===== src/inc/atc_pkg.sv =====
// Constants and carrier types for the timer counting and capture core
package atc_pkg;

  // ----------------------------------------------------------------
  // Bus carrier
  // ----------------------------------------------------------------
  localparam int ATC_AW = 12;

  typedef struct packed {
    logic              psel;
    logic              penable;
    logic              pwrite;
    logic [ATC_AW-1:0] paddr;
    logic [31:0]       pwdata;
  } atc_apb_req_s;

  // ----------------------------------------------------------------
  // Register byte offsets
  // ----------------------------------------------------------------
  localparam logic [ATC_AW-1:0] ATC_OFF_CTRL   = 12'h000;
  localparam logic [ATC_AW-1:0] ATC_OFF_ARR    = 12'h004;
  localparam logic [ATC_AW-1:0] ATC_OFF_CNT    = 12'h008;
  localparam logic [ATC_AW-1:0] ATC_OFF_REP    = 12'h00c;
  localparam logic [ATC_AW-1:0] ATC_OFF_STAT   = 12'h010;
  localparam logic [ATC_AW-1:0] ATC_OFF_CLR    = 12'h014;
  localparam logic [ATC_AW-1:0] ATC_OFF_EVT    = 12'h018;
  localparam logic [ATC_AW-1:0] ATC_OFF_CHCFG  = 12'h01c;  // Three words, one per channel pair
  localparam logic [ATC_AW-1:0] ATC_OFF_CCR    = 12'h028;  // Seven words, index 6 is internal channel
  localparam int                ATC_NCH        = 6;        // Capture capable channels
  localparam int                ATC_NCMP       = 7;        // All compare units

  // ----------------------------------------------------------------
  // Control word fields
  // ----------------------------------------------------------------
  localparam int ATC_CTRL_EN     = 0;
  localparam int ATC_CTRL_DIR    = 1;
  localparam int ATC_CTRL_CENTER = 2;
  localparam int ATC_CTRL_BUFEN  = 3;
  localparam int ATC_CTRL_UNDIE  = 4;
  localparam int ATC_CTRL_OVIE   = 5;
  localparam int ATC_CTRL_UIE    = 6;
  localparam int ATC_CTRL_PRS    = 8;
  localparam int ATC_PRS_W       = 8;

  // Repetition word fields
  localparam int ATC_REP_W       = 8;
  localparam int ATC_REP_SKIPUP  = 8;
  localparam int ATC_REP_SKIPDN  = 9;

  // Status word fields
  localparam int ATC_ST_OVF      = 0;
  localparam int ATC_ST_UNDERFLOW_FLAG     = 1;
  localparam int ATC_ST_UIF      = 2;
  localparam int ATC_ST_CAPF     = 8;
  localparam int ATC_ST_OVCF     = 16;

  // Event word fields
  localparam int ATC_EVT_UG      = 0;
  localparam int ATC_EVT_SOFT    = 8;

  // Per channel config byte, A in low byte, B in next byte
  localparam int ATC_CF_CS       = 0;
  localparam int ATC_CF_EDGE     = 1;
  localparam int ATC_CF_IE       = 3;
  localparam int ATC_CF_DE       = 4;
  localparam int ATC_CF_BUFE     = 5;
  localparam int ATC_CF_W        = 8;

endpackage


===== src/rtl/atc_core.sv =====
// Counting core with repetition gating and six input capture channels
//
// Contract
// - Edge mode with direction bit set counts the main counter down.
// - Starting in down mode loads the reload value, then decrements.
// - Reaching zero downward gives a one-cycle underflow pulse.
// - After underflow counter reloads and underflow flag sets; irq only when enabled.
// - Writing 0 to the underflow clear bit clears the underflow flag.
// - Center mode counts 0 up to reload, overflow, down to 0, underflow, repeat.
// - Center mode direction bit is read-only hardware state, cleared on entry.
// - Stopped or unbuffered, a reload write takes effect at once.
// - Running and buffered, a reload write waits for the next update event.
// - Starting the timer loads the repetition count into the repetition counter.
// - Repetition counter decrements on overflow/underflow unless the matching skip bit is set.
// - Nonzero repeat count: update only when counter reaches zero; zero count: always.
// - Software update request updates at once and reloads the repetition counter.
// - Three external channels, each with A and B buffered compare/capture registers.
// - Fourth channel is internal, single compare register, never captures.
// - Capture select bit 1 puts a channel in capture, in any counting mode.
// - Soft capture bit latches the counter at once on a channel in capture mode, and reads back cleared.
// - Edge code: 00 off, 01 rising, 10 falling, 11 both.
// - Capture sets channel flag; irq and dma requests follow their enables.
// - Capture while channel flag is set also sets overcapture flag.
// - Writing 0 to a channel clear bit clears that capture or overcapture flag.
// - Capture edges are served even while the timer is stopped.
// - Update event moves buffered values to active copies and clears prescaler count.
`timescale 1ns/100ps
`default_nettype none

module atc_core
  import atc_pkg::*;
#(
  parameter int CNT_W = 16
) (
  // Clock and reset
  input  wire logic                clk_i,
  input  wire logic                rst_i,
  // APB slave
  input  wire atc_apb_req_s        apb_i,
  output logic [31:0]              prdata_o,
  output logic                     pready_o,
  output logic                     pslverr_o,
  // Capture pins
  input  wire logic [ATC_NCH-1:0]  cap_pin_i,
  // Requests and events
  output logic                     irq_o,
  output logic [ATC_NCH-1:0]       dma_req_o,
  output logic                     overflow_pulse_o,
  output logic                     underflow_pulse_o,
  output logic                     update_event_o,
  output logic [ATC_NCMP-1:0]      cmp_match_o
);

  // ----------------------------------------------------------------
  // Elaboration check
  // ----------------------------------------------------------------
  if (CNT_W < 2 || CNT_W > 32) begin : g_bad_width
    $error("CNT_W must lie between 2 and 32");
  end

  // ----------------------------------------------------------------
  // Declarations
  // ----------------------------------------------------------------
  logic                 en_reg, center_reg, dir_reg, bufen_reg;
  logic                 undie_reg, ovie_reg, uie_reg;
  logic [ATC_PRS_W-1:0] prs_reg, psc_cnt_reg;
  logic [CNT_W-1:0]     cnt_reg, arr_buf_reg, arr_act_reg;
  logic [ATC_REP_W-1:0] rep_cnt_reg, rep_val_reg;
  logic                 skip_up_reg, skip_dn_reg;
  logic                 ovf_reg, underflow_flag_reg, uif_reg;
  logic [ATC_NCH-1:0]   capf_reg, ovcf_reg;
  logic [ATC_CF_W-1:0]  cfg_reg [ATC_NCH];
  logic [CNT_W-1:0]     ccr_buf_reg [ATC_NCMP];
  logic [CNT_W-1:0]     ccr_act_reg [ATC_NCMP];
  logic [ATC_NCH-1:0]   pin_s1_reg, pin_s2_reg, pin_s3_reg;

  logic                 access, wr_fire, tick, ctr_ov, ctr_und, rep_dec;
  logic                 ctr_uev, ug, uev_now, start, ctrl_wr, nonempty;
  logic [ATC_NCH-1:0]   rise, fall, cap;
  logic [31:0]          rd_mux;
  logic                 addr_ok;

  // Word select helper
  function automatic logic hit(input logic [ATC_AW-1:0] a, input logic [ATC_AW-1:0] off);
    hit = (a == off);
  endfunction

  // Buffered write: effective at once when stopped or unbuffered
  function automatic logic direct_load(input logic running, input logic buffered);
    direct_load = ~running | ~buffered;
  endfunction

  // ----------------------------------------------------------------
  // APB slave: one wait state, answer registered
  // ----------------------------------------------------------------
  assign access  = apb_i.psel & apb_i.penable;
  assign wr_fire = access & pready_o & apb_i.pwrite & addr_ok;

  // Ready rises one cycle into the access phase
  always_ff @(posedge clk_i or posedge rst_i) begin
    if (rst_i) begin
      pready_o  <= 1'b0;
      pslverr_o <= 1'b0;
      prdata_o  <= 32'h0000_0000;
    end else begin
      pready_o  <= access & ~pready_o;
      pslverr_o <= access & ~pready_o & ~addr_ok;
      if (access & ~pready_o & ~apb_i.pwrite) begin
        prdata_o <= rd_mux;
      end
    end
  end

  // Read decode and map check
  always_comb begin
    rd_mux  = 32'h0000_0000;
    addr_ok = 1'b1;
    case (apb_i.paddr)
      ATC_OFF_CTRL: begin
        rd_mux[ATC_CTRL_EN]     = en_reg;
        rd_mux[ATC_CTRL_DIR]    = dir_reg;
        rd_mux[ATC_CTRL_CENTER] = center_reg;
        rd_mux[ATC_CTRL_BUFEN]  = bufen_reg;
        rd_mux[ATC_CTRL_UNDIE]  = undie_reg;
        rd_mux[ATC_CTRL_OVIE]   = ovie_reg;
        rd_mux[ATC_CTRL_UIE]    = uie_reg;
        rd_mux[ATC_CTRL_PRS +: ATC_PRS_W] = prs_reg;
      end
      ATC_OFF_ARR: rd_mux[CNT_W-1:0] = arr_buf_reg;
      ATC_OFF_CNT: rd_mux[CNT_W-1:0] = cnt_reg;
      ATC_OFF_REP: begin
        rd_mux[ATC_REP_W-1:0]  = rep_val_reg;
        rd_mux[ATC_REP_SKIPUP] = skip_up_reg;
        rd_mux[ATC_REP_SKIPDN] = skip_dn_reg;
      end
      ATC_OFF_STAT: begin
        rd_mux[ATC_ST_OVF]  = ovf_reg;
        rd_mux[ATC_ST_UNDERFLOW_FLAG] = underflow_flag_reg;
        rd_mux[ATC_ST_UIF]  = uif_reg;
        rd_mux[ATC_ST_CAPF +: ATC_NCH] = capf_reg;
        rd_mux[ATC_ST_OVCF +: ATC_NCH] = ovcf_reg;
      end
      ATC_OFF_CLR, ATC_OFF_EVT: rd_mux = 32'h0000_0000;  // Write-only, soft bits read cleared
      default: begin
        addr_ok = 1'b0;
        for (int p = 0; p < ATC_NCH / 2; p++) begin
          if (hit(apb_i.paddr, ATC_OFF_CHCFG + ATC_AW'(4 * p))) begin
            rd_mux[2*ATC_CF_W-1:0] = {cfg_reg[2*p+1], cfg_reg[2*p]};
            addr_ok = 1'b1;
          end
        end
        for (int k = 0; k < ATC_NCMP; k++) begin
          if (hit(apb_i.paddr, ATC_OFF_CCR + ATC_AW'(4 * k))) begin
            rd_mux[CNT_W-1:0] = ccr_buf_reg[k];
            addr_ok = 1'b1;
          end
        end
      end
    endcase
  end

  // ----------------------------------------------------------------
  // Event decode
  // ----------------------------------------------------------------
  assign ctrl_wr = wr_fire & hit(apb_i.paddr, ATC_OFF_CTRL);
  assign start   = ctrl_wr & ~en_reg & apb_i.pwdata[ATC_CTRL_EN];
  assign ug      = wr_fire & hit(apb_i.paddr, ATC_OFF_EVT) & apb_i.pwdata[ATC_EVT_UG];
  assign tick    = en_reg & (psc_cnt_reg == prs_reg);
  // Overflow at top, underflow at zero
  assign ctr_ov  = tick & ~dir_reg & (cnt_reg >= arr_act_reg);
  assign ctr_und = tick & dir_reg & (cnt_reg == '0);
  assign rep_dec = (ctr_ov & ~skip_up_reg) | (ctr_und & ~skip_dn_reg);
  // Update only when repetition counter is at zero or steps down to zero
  assign nonempty = (rep_cnt_reg != '0);
  assign ctr_uev = (ctr_ov | ctr_und) & (~nonempty | (rep_dec & (rep_cnt_reg == ATC_REP_W'(1))));
  assign uev_now = ctr_uev | ug;

  // ----------------------------------------------------------------
  // Control register
  // ----------------------------------------------------------------
  // Mode, enables and prescaler setting
  always_ff @(posedge clk_i or posedge rst_i) begin
    if (rst_i) begin
      en_reg     <= 1'b0;
      center_reg <= 1'b0;
      bufen_reg  <= 1'b0;
      undie_reg  <= 1'b0;
      ovie_reg   <= 1'b0;
      uie_reg    <= 1'b0;
      prs_reg    <= '0;
    end else if (ctrl_wr) begin
      en_reg     <= apb_i.pwdata[ATC_CTRL_EN];
      center_reg <= apb_i.pwdata[ATC_CTRL_CENTER];
      bufen_reg  <= apb_i.pwdata[ATC_CTRL_BUFEN];
      undie_reg  <= apb_i.pwdata[ATC_CTRL_UNDIE];
      ovie_reg   <= apb_i.pwdata[ATC_CTRL_OVIE];
      uie_reg    <= apb_i.pwdata[ATC_CTRL_UIE];
      prs_reg    <= apb_i.pwdata[ATC_CTRL_PRS +: ATC_PRS_W];
    end
  end

  // Prescaler count
  always_ff @(posedge clk_i or posedge rst_i) begin
    if (rst_i) begin
      psc_cnt_reg <= '0;
    end else if (uev_now | ~en_reg | tick) begin
      psc_cnt_reg <= '0;
    end else begin
      psc_cnt_reg <= psc_cnt_reg + 1'b1;
    end
  end

  // ----------------------------------------------------------------
  // Main counter and direction
  // ----------------------------------------------------------------
  always_ff @(posedge clk_i or posedge rst_i) begin
    if (rst_i) begin
      cnt_reg <= '0;
      dir_reg <= 1'b0;
    end else if (ctrl_wr) begin
      // Cleared on entering center mode, otherwise not writable there
      if (apb_i.pwdata[ATC_CTRL_CENTER] & ~center_reg) begin
        dir_reg <= 1'b0;
      end else if (~apb_i.pwdata[ATC_CTRL_CENTER]) begin
        dir_reg <= apb_i.pwdata[ATC_CTRL_DIR];
      end
      // Down start loads the reload value
      if (start & ~apb_i.pwdata[ATC_CTRL_CENTER] & apb_i.pwdata[ATC_CTRL_DIR]) begin
        cnt_reg <= arr_act_reg;
      end
    end else if (wr_fire & hit(apb_i.paddr, ATC_OFF_CNT)) begin
      cnt_reg <= apb_i.pwdata[CNT_W-1:0];
    end else if (ug) begin
      if (center_reg) begin
        dir_reg <= ~dir_reg;
      end else begin
        cnt_reg <= dir_reg ? arr_act_reg : '0;
      end
    end else if (tick) begin
      if (center_reg) begin
        // Turn round at the top and at zero
        if (ctr_ov) begin
          dir_reg <= 1'b1;
          cnt_reg <= (cnt_reg == '0) ? '0 : cnt_reg - 1'b1;
        end else if (ctr_und) begin
          dir_reg <= 1'b0;
          cnt_reg <= cnt_reg + 1'b1;
        end else begin
          cnt_reg <= dir_reg ? cnt_reg - 1'b1 : cnt_reg + 1'b1;
        end
      end else if (dir_reg) begin
        cnt_reg <= ctr_und ? arr_act_reg : cnt_reg - 1'b1;
      end else begin
        cnt_reg <= ctr_ov ? '0 : cnt_reg + 1'b1;
      end
    end
  end

  // ----------------------------------------------------------------
  // Reload value
  // ----------------------------------------------------------------
  always_ff @(posedge clk_i or posedge rst_i) begin
    if (rst_i) begin
      arr_buf_reg <= '1;
      arr_act_reg <= '1;
    end else if (wr_fire & hit(apb_i.paddr, ATC_OFF_ARR)) begin
      arr_buf_reg <= apb_i.pwdata[CNT_W-1:0];
      if (direct_load(en_reg, bufen_reg)) begin
        arr_act_reg <= apb_i.pwdata[CNT_W-1:0];
      end
    end else if (uev_now) begin
      arr_act_reg <= arr_buf_reg;
    end
  end

  // ----------------------------------------------------------------
  // Repetition counter
  // ----------------------------------------------------------------
  always_ff @(posedge clk_i or posedge rst_i) begin
    if (rst_i) begin
      rep_val_reg <= '0;
      skip_up_reg <= 1'b0;
      skip_dn_reg <= 1'b0;
    end else if (wr_fire & hit(apb_i.paddr, ATC_OFF_REP)) begin
      rep_val_reg <= apb_i.pwdata[ATC_REP_W-1:0];
      skip_up_reg <= apb_i.pwdata[ATC_REP_SKIPUP];
      skip_dn_reg <= apb_i.pwdata[ATC_REP_SKIPDN];
    end
  end

  // Count, reload on start, on software update and at zero
  always_ff @(posedge clk_i or posedge rst_i) begin
    if (rst_i) begin
      rep_cnt_reg <= '0;
    // Start loads; update request reloads at once
    end else if (start | ug) begin
      rep_cnt_reg <= rep_val_reg;
    // Reload when the update comes from the counter
    end else if (ctr_uev) begin
      rep_cnt_reg <= rep_val_reg;
    end else if (rep_dec) begin
      rep_cnt_reg <= rep_cnt_reg - 1'b1;
    end
  end

  // ----------------------------------------------------------------
  // Counter flags and event pulses
  // ----------------------------------------------------------------
  always_ff @(posedge clk_i or posedge rst_i) begin
    if (rst_i) begin
      ovf_reg  <= 1'b0;
      underflow_flag_reg <= 1'b0;
      uif_reg  <= 1'b0;
    end else begin
      // Write of 0 clears, a new event wins
      if (wr_fire & hit(apb_i.paddr, ATC_OFF_CLR)) begin
        if (~apb_i.pwdata[ATC_ST_OVF])  ovf_reg  <= 1'b0;
        if (~apb_i.pwdata[ATC_ST_UNDERFLOW_FLAG]) underflow_flag_reg <= 1'b0;
        if (~apb_i.pwdata[ATC_ST_UIF])  uif_reg  <= 1'b0;
      end
      if (ctr_ov)  ovf_reg  <= 1'b1;
      // Underflow flag set with the reload
      if (ctr_und) underflow_flag_reg <= 1'b1;
      if (uev_now) uif_reg  <= 1'b1;
    end
  end

  // One-cycle pulses
  always_ff @(posedge clk_i or posedge rst_i) begin
    if (rst_i) begin
      overflow_pulse_o  <= 1'b0;
      underflow_pulse_o <= 1'b0;
      update_event_o    <= 1'b0;
    end else begin
      overflow_pulse_o  <= ctr_ov;
      underflow_pulse_o <= ctr_und;
      update_event_o    <= uev_now;
    end
  end

  // ----------------------------------------------------------------
  // Capture inputs
  // ----------------------------------------------------------------
  // Two-stage synchroniser, third stage for edges
  always_ff @(posedge clk_i or posedge rst_i) begin
    if (rst_i) begin
      pin_s1_reg <= '0;
      pin_s2_reg <= '0;
      pin_s3_reg <= '0;
    end else begin
      pin_s1_reg <= cap_pin_i;
      pin_s2_reg <= pin_s1_reg;
      pin_s3_reg <= pin_s2_reg;
    end
  end

  assign rise = pin_s2_reg & ~pin_s3_reg;
  assign fall = ~pin_s2_reg & pin_s3_reg;

  // Capture strobes, running or not
  always_comb begin
    for (int c = 0; c < ATC_NCH; c++) begin
      // Edge code picks edges, in any mode
      cap[c] = cfg_reg[c][ATC_CF_CS] &
               ((cfg_reg[c][ATC_CF_EDGE] & rise[c]) |
                (cfg_reg[c][ATC_CF_EDGE+1] & fall[c]) |
                (wr_fire & hit(apb_i.paddr, ATC_OFF_EVT) & apb_i.pwdata[ATC_EVT_SOFT+c]));
    end
  end

  // Channel configuration, pairs A and B per word
  always_ff @(posedge clk_i or posedge rst_i) begin
    if (rst_i) begin
      for (int c = 0; c < ATC_NCH; c++) cfg_reg[c] <= '0;
    end else begin
      for (int p = 0; p < ATC_NCH / 2; p++) begin
        if (wr_fire & hit(apb_i.paddr, ATC_OFF_CHCFG + ATC_AW'(4 * p))) begin
          cfg_reg[2*p]   <= apb_i.pwdata[ATC_CF_W-1:0];
          cfg_reg[2*p+1] <= apb_i.pwdata[2*ATC_CF_W-1:ATC_CF_W];
        end
      end
    end
  end

  // ----------------------------------------------------------------
  // Compare/capture registers
  // ----------------------------------------------------------------
  // Six buffered pin channels; index 6 compares only
  always_ff @(posedge clk_i or posedge rst_i) begin
    if (rst_i) begin
      for (int k = 0; k < ATC_NCMP; k++) begin
        ccr_buf_reg[k] <= '0;
        ccr_act_reg[k] <= '0;
      end
    end else begin
      for (int k = 0; k < ATC_NCMP; k++) begin
        if (k < ATC_NCH && cap[k % ATC_NCH]) begin
          ccr_buf_reg[k] <= cnt_reg;
        end else if (wr_fire & hit(apb_i.paddr, ATC_OFF_CCR + ATC_AW'(4 * k))) begin
          ccr_buf_reg[k] <= apb_i.pwdata[CNT_W-1:0];
          if (direct_load(en_reg, (k < ATC_NCH) ? cfg_reg[k % ATC_NCH][ATC_CF_BUFE] : bufen_reg)) begin
            ccr_act_reg[k] <= apb_i.pwdata[CNT_W-1:0];
          end
        end else if (uev_now) begin
          ccr_act_reg[k] <= ccr_buf_reg[k];
        end
      end
    end
  end

  // Compare match levels for compare-mode units
  always_ff @(posedge clk_i or posedge rst_i) begin
    if (rst_i) begin
      cmp_match_o <= '0;
    end else begin
      for (int k = 0; k < ATC_NCMP; k++) begin
        cmp_match_o[k] <= (cnt_reg == ccr_act_reg[k]) &
                          ((k >= ATC_NCH) || !cfg_reg[k % ATC_NCH][ATC_CF_CS]);
      end
    end
  end

  // ----------------------------------------------------------------
  // Capture flags and requests
  // ----------------------------------------------------------------
  always_ff @(posedge clk_i or posedge rst_i) begin
    if (rst_i) begin
      capf_reg  <= '0;
      ovcf_reg  <= '0;
      dma_req_o <= '0;
    end else begin
      for (int c = 0; c < ATC_NCH; c++) begin
        // Write of 0 clears, set wins
        if (wr_fire & hit(apb_i.paddr, ATC_OFF_CLR)) begin
          if (~apb_i.pwdata[ATC_ST_CAPF+c]) capf_reg[c] <= 1'b0;
          if (~apb_i.pwdata[ATC_ST_OVCF+c]) ovcf_reg[c] <= 1'b0;
        end
        if (cap[c]) capf_reg[c] <= 1'b1;
        if (cap[c] & capf_reg[c]) ovcf_reg[c] <= 1'b1;
        dma_req_o[c] <= cap[c] & cfg_reg[c][ATC_CF_DE];
      end
    end
  end

  // Combined interrupt request level
  always_ff @(posedge clk_i or posedge rst_i) begin
    if (rst_i) begin
      irq_o <= 1'b0;
    end else begin
      irq_o <= 1'b0;
      if ((underflow_flag_reg & undie_reg) | (ovf_reg & ovie_reg) | (uif_reg & uie_reg)) irq_o <= 1'b1;
      for (int c = 0; c < ATC_NCH; c++) begin
        if (capf_reg[c] & cfg_reg[c][ATC_CF_IE]) irq_o <= 1'b1;
      end
    end
  end

endmodule

`default_nettype wire


===== config.mk =====
export PLATFORM = sky130hd
export DESIGN_NAME = atc_core
export DESIGN_NICKNAME = d
export VERILOG_FILES = /design/src/inc/atc_pkg.sv /design/src/rtl/atc_core.sv
export SDC_FILE = /design/constraint.sdc
export NUM_CORES = 1
export LEC_CHECK = 0
export ABC_AREA = 0
export BUFFER_PORTS_ARGS = -buffer_cell sky130_fd_sc_hd__clkbuf_2
export CORE_ASPECT_RATIO = 0.8
export CORE_MARGIN = 3
export CORE_UTILIZATION = 51
export CTS_CLUSTER_DIAMETER = 80
export CTS_CLUSTER_SIZE = 8
export DETAILED_ROUTE_END_ITERATION = 10
export PLACE_DENSITY_LB_ADDON = 0.15
export REMOVE_ABC_BUFFERS = 1
export SLEW_MARGIN = 20
export SYNTH_ARGS = -nofsm -noshare
export SYNTH_HDL_FRONTEND = slang
export SYNTH_SLANG_ARGS = --single-unit

===== constraint.sdc =====
create_clock -name clk_i -period 45.1 [get_ports clk_i]
set_input_delay 6.765 -clock clk_i [delete_from_list [all_inputs] [get_ports clk_i]]
set_output_delay 6.765 -clock clk_i [all_outputs]
set_load 0.02 [all_outputs]

==> out/qor.yml <==
synthTopCellsByArea: "dfrtp_1 (43%), mux2_2 (6.8%), mux2_1 (5.4%), xor2_1 (4.4%), nand2_1 (4.2%)"
leakage_uw: 0.0129
timing.final.hold_violations: 0
gr-usage-met3_pct: 9.72
yosys.area.top_type: "dfrtp_1"
grt_use_total_pct: 34.6
use_met2_pct: 48.9
yosys_most_used_dff: "dfrtp_1"
grt_max_degree: 169
cp.required_ns: 45.60
fin_area_mm2: 0.0261
final_layout_size_suffix_gt1_share_pct: 20.1
clk_pin_slew_ns: 0.05
viasPerCell: 6.52
crit_path_end_kind: "flop"
worstMarginPinSlew_ns: 1.26
yosysWarnings: 0
firstDrtPassIters: 6
fin_crit_ns: 11.17
routed_wl_mm: 84.2
async_flop_share_pct: 100
hold_path_class: "reg -> reg"
ctsHoldBuffers: 0
slew_violations: 0
clk-insertion-delay-late_ns: 0.63
antenna_left: 0
clockBufferDepth: 3
cts_sinks: 435
cts_tree: "yes"
row_count: 69
cp-start-kind: "input port"
drt_iter0_drc: 2467
finClkSkew_ns: 0.0359
irDropWorstVdd_uv: 39.5
drc: 0
synth.top_cell.area_share_pct: 43.1
setup_viol: 0
hpwlAfterDp_mm: 55.2
overflow: 0
ys_ff_latch: 435
antenna_found_initial: 7
setup-tns-final_ns: 0
cp.arrival_ns: 11.68
grt_pass1_wl_mm: 124
htreeDepth: 2
status: "finished clean"
rsz0062_at_grt: "no"
slew-limit-headroom_pct: 15.7
fin_cells: 2887
cp_slowest_cell: "or4_1"
max_freq_ghz: 0.0895
core_area_mm2: 0.0448
clock_tree.root_cell: "clkbuf_16"
power.density_mw_per_mm2: 32.6
grt_pass1_vias: 18300
initial_core_util_pct: 52.2
die_w_um: 245
synth_area_mm2: 0.0234
post_cts_buffers: 0
io_pins: 106
area_delta_synth_final_pct: 11.6
gp_congestion: 0.979
synth_cell_types: 85
syn_area_per_cell_um2: 10.6
cpPeakStageDelay_ns: 0.86
cp_cell_sequence: "clkbuf_2 -> or4_1 -> a2111oi_1 -> buf_4 -> nand2_1 -> nor3_1 -> buf_4 -> a21o_1 -> nand2_1 -> o211ai_4 -> mux2_1"
finalCritPeriodShare_pct: 24.8
io_buffers: 85
cap_viol_max_count: 0
route.vias.total: 18800
cp_max_fo: 25
syn_inst: 2197
crit_type: "in -> reg"
yosysSeqAreaShare_pct: 46.7
die_h_um: 198
grt.met1_usage_pct: 50.5
die-area_mm2: 0.0485
synth_edf_count: 0
cts_buffers: 60
dpl.cell_count: 2797
cts_resized: 0
placedInstanceArea_mm2: 0.0244
post_drt_wl_per_cell_um: 29.1
nNetsFinal: 2333
top_usage_layer: "met1"
-- synthesized netlist by cell type (all sizes together), types with 12 or more instances --
cell type / n
dfrtp: 403
mux2: 303
nand2: 264
xor2: 117
clkbuf: 116
nor2: 116
a21oi: 105
mux2i: 96
o21ai: 76
inv: 54
nand3: 51
nor3: 45
xnor2: 41
buf: 37
dfstp: 32
nor4: 30
a22oi: 26
nand4: 22
o22ai: 22
ha: 21
and3: 20
a222oi: 15
a211oi: 12
-- worst paths after layout --
path	startpoint	to	slack, ns	cells after the start
worst max-delay path	apb_i[34]	ccr_act_reg[30]	33.93	11
worst min register to register	pin_s1_reg[3]	pin_s2_reg[3]	0.35	0
worst max register to register	cnt_reg[14]	ccr_act_reg[41]	40.21	9
max in group asynchronous	rst_i	ccr_buf_reg[92]	37.25	3
worst min-delay path	pin_s1_reg[3]	pin_s2_reg[3]	0.35	0
min in group asynchronous	rst_i	ccr_buf_reg[104]	6.31	2
-- where the power goes --
part | internal, uW | switching [uW]
clock | 243 | 174
combinational | 7.59 | 29.5
sequential | 394 | 2.37
total | 644 | 206
-- area by class of cell --
type	instances	area (um2)
well taps	603	754
fillers	3783	18700
flip-flops and latches	435	10900
inverters	55	214
diodes	4	10.0
clock buffers	82	1610
repair buffers	142	886
clock inverters	3	46.3
multi-input cells	1563	11600
-- worst max-delay path, delay by kind of cell --
kind | cells | cell delay, ns
AND/OR/NAND/NOR | 4 | 2.21
AO/OA/AOI/OAI | 3 | 1.33
buffers and inverters | 3 | 0.94
multiplexers | 1 | 0.38
-- cell families (layout without fill, tap and decap cells) --
logic type / count (synthesis) / after routing / share of synthesized area, %
simple gates: 614 / 614 / 12.3
flops: 435 / 435 / 46.7
mux: 401 / 401 / 19.7
compound gates: 359 / 359 / 10.5
buf+inv: 208 / 282 / 3.72
xor+xnor: 158 / 158 / 5.92
fa+ha+maj: 21 / 21 / 1.12
other cells: 1 / 14 / 0.0160
-- routing by layer --
layer | up-vias | part of all wire (%)
met1 | 9433 | 42
met3 | 233 | 12
met2 | 1178 | 42
met5 | - | 0.13
li1 | 7968 | -
met4 | 4 | 3.7
-- cell usage in the layout (no fill, tap or decap), types with 8 or more instances in the layout --
cell / synthesis / layout
o22ai_1: 22 / 22
a211oi_1: 12 / 12
and3_1: 20 / 20
nor2_1: 114 / 113
a22o_1: 8 / 8
buf_4: 12 / 55
mux2_4: 48 / 48
conb_1: 1 / 10
o31ai_1: 8 / 8
a22oi_1: 26 / 26
nand2_1: 264 / 264
a21oi_1: 105 / 105
nand3b_1: 9 / 9
a221o_1: 10 / 10
or4_1: 10 / 10
mux2i_1: 95 / 95
o21ai_0: 59 / 59
inv_1: 54 / 53
nand3_1: 51 / 51
o21ai_1: 15 / 15
clkbuf_1: 116 / 21
or3_1: 9 / 9
clkbuf_2: 0 / 85
dfrtp_1: 403 / 402
nor4_1: 28 / 28
xor2_1: 117 / 117
dfstp_2: 32 / 32
nor3_1: 45 / 43
a222oi_1: 15 / 15
mux2_1: 113 / 113
mux2_2: 142 / 142
a31oi_1: 11 / 11
a221oi_1: 9 / 9
ha_1: 21 / 21
nand4_1: 22 / 22
clkbuf_16: 0 / 61
xnor2_1: 41 / 41
-- per-stage QoR --
step | hold slack [ns] | power, uW | util, % | setup WS [ns]
3_5_place_dp | 0.340 | 439 | 54.5 | 33.47
4_1_cts | 0.352 | 853 | 58.1 | 34.11
5_1_grt | 0.366 | 872 | 58.2 | 33.73
2_1_floorplan | 0.331 | 417 | - | 26.27
3_3_place_gp | 0.338 | 438 | 54.5 | 33.43
6_report | 0.348 | 850 | 58.2 | 33.93
Power figures use the tool's default switching activity.
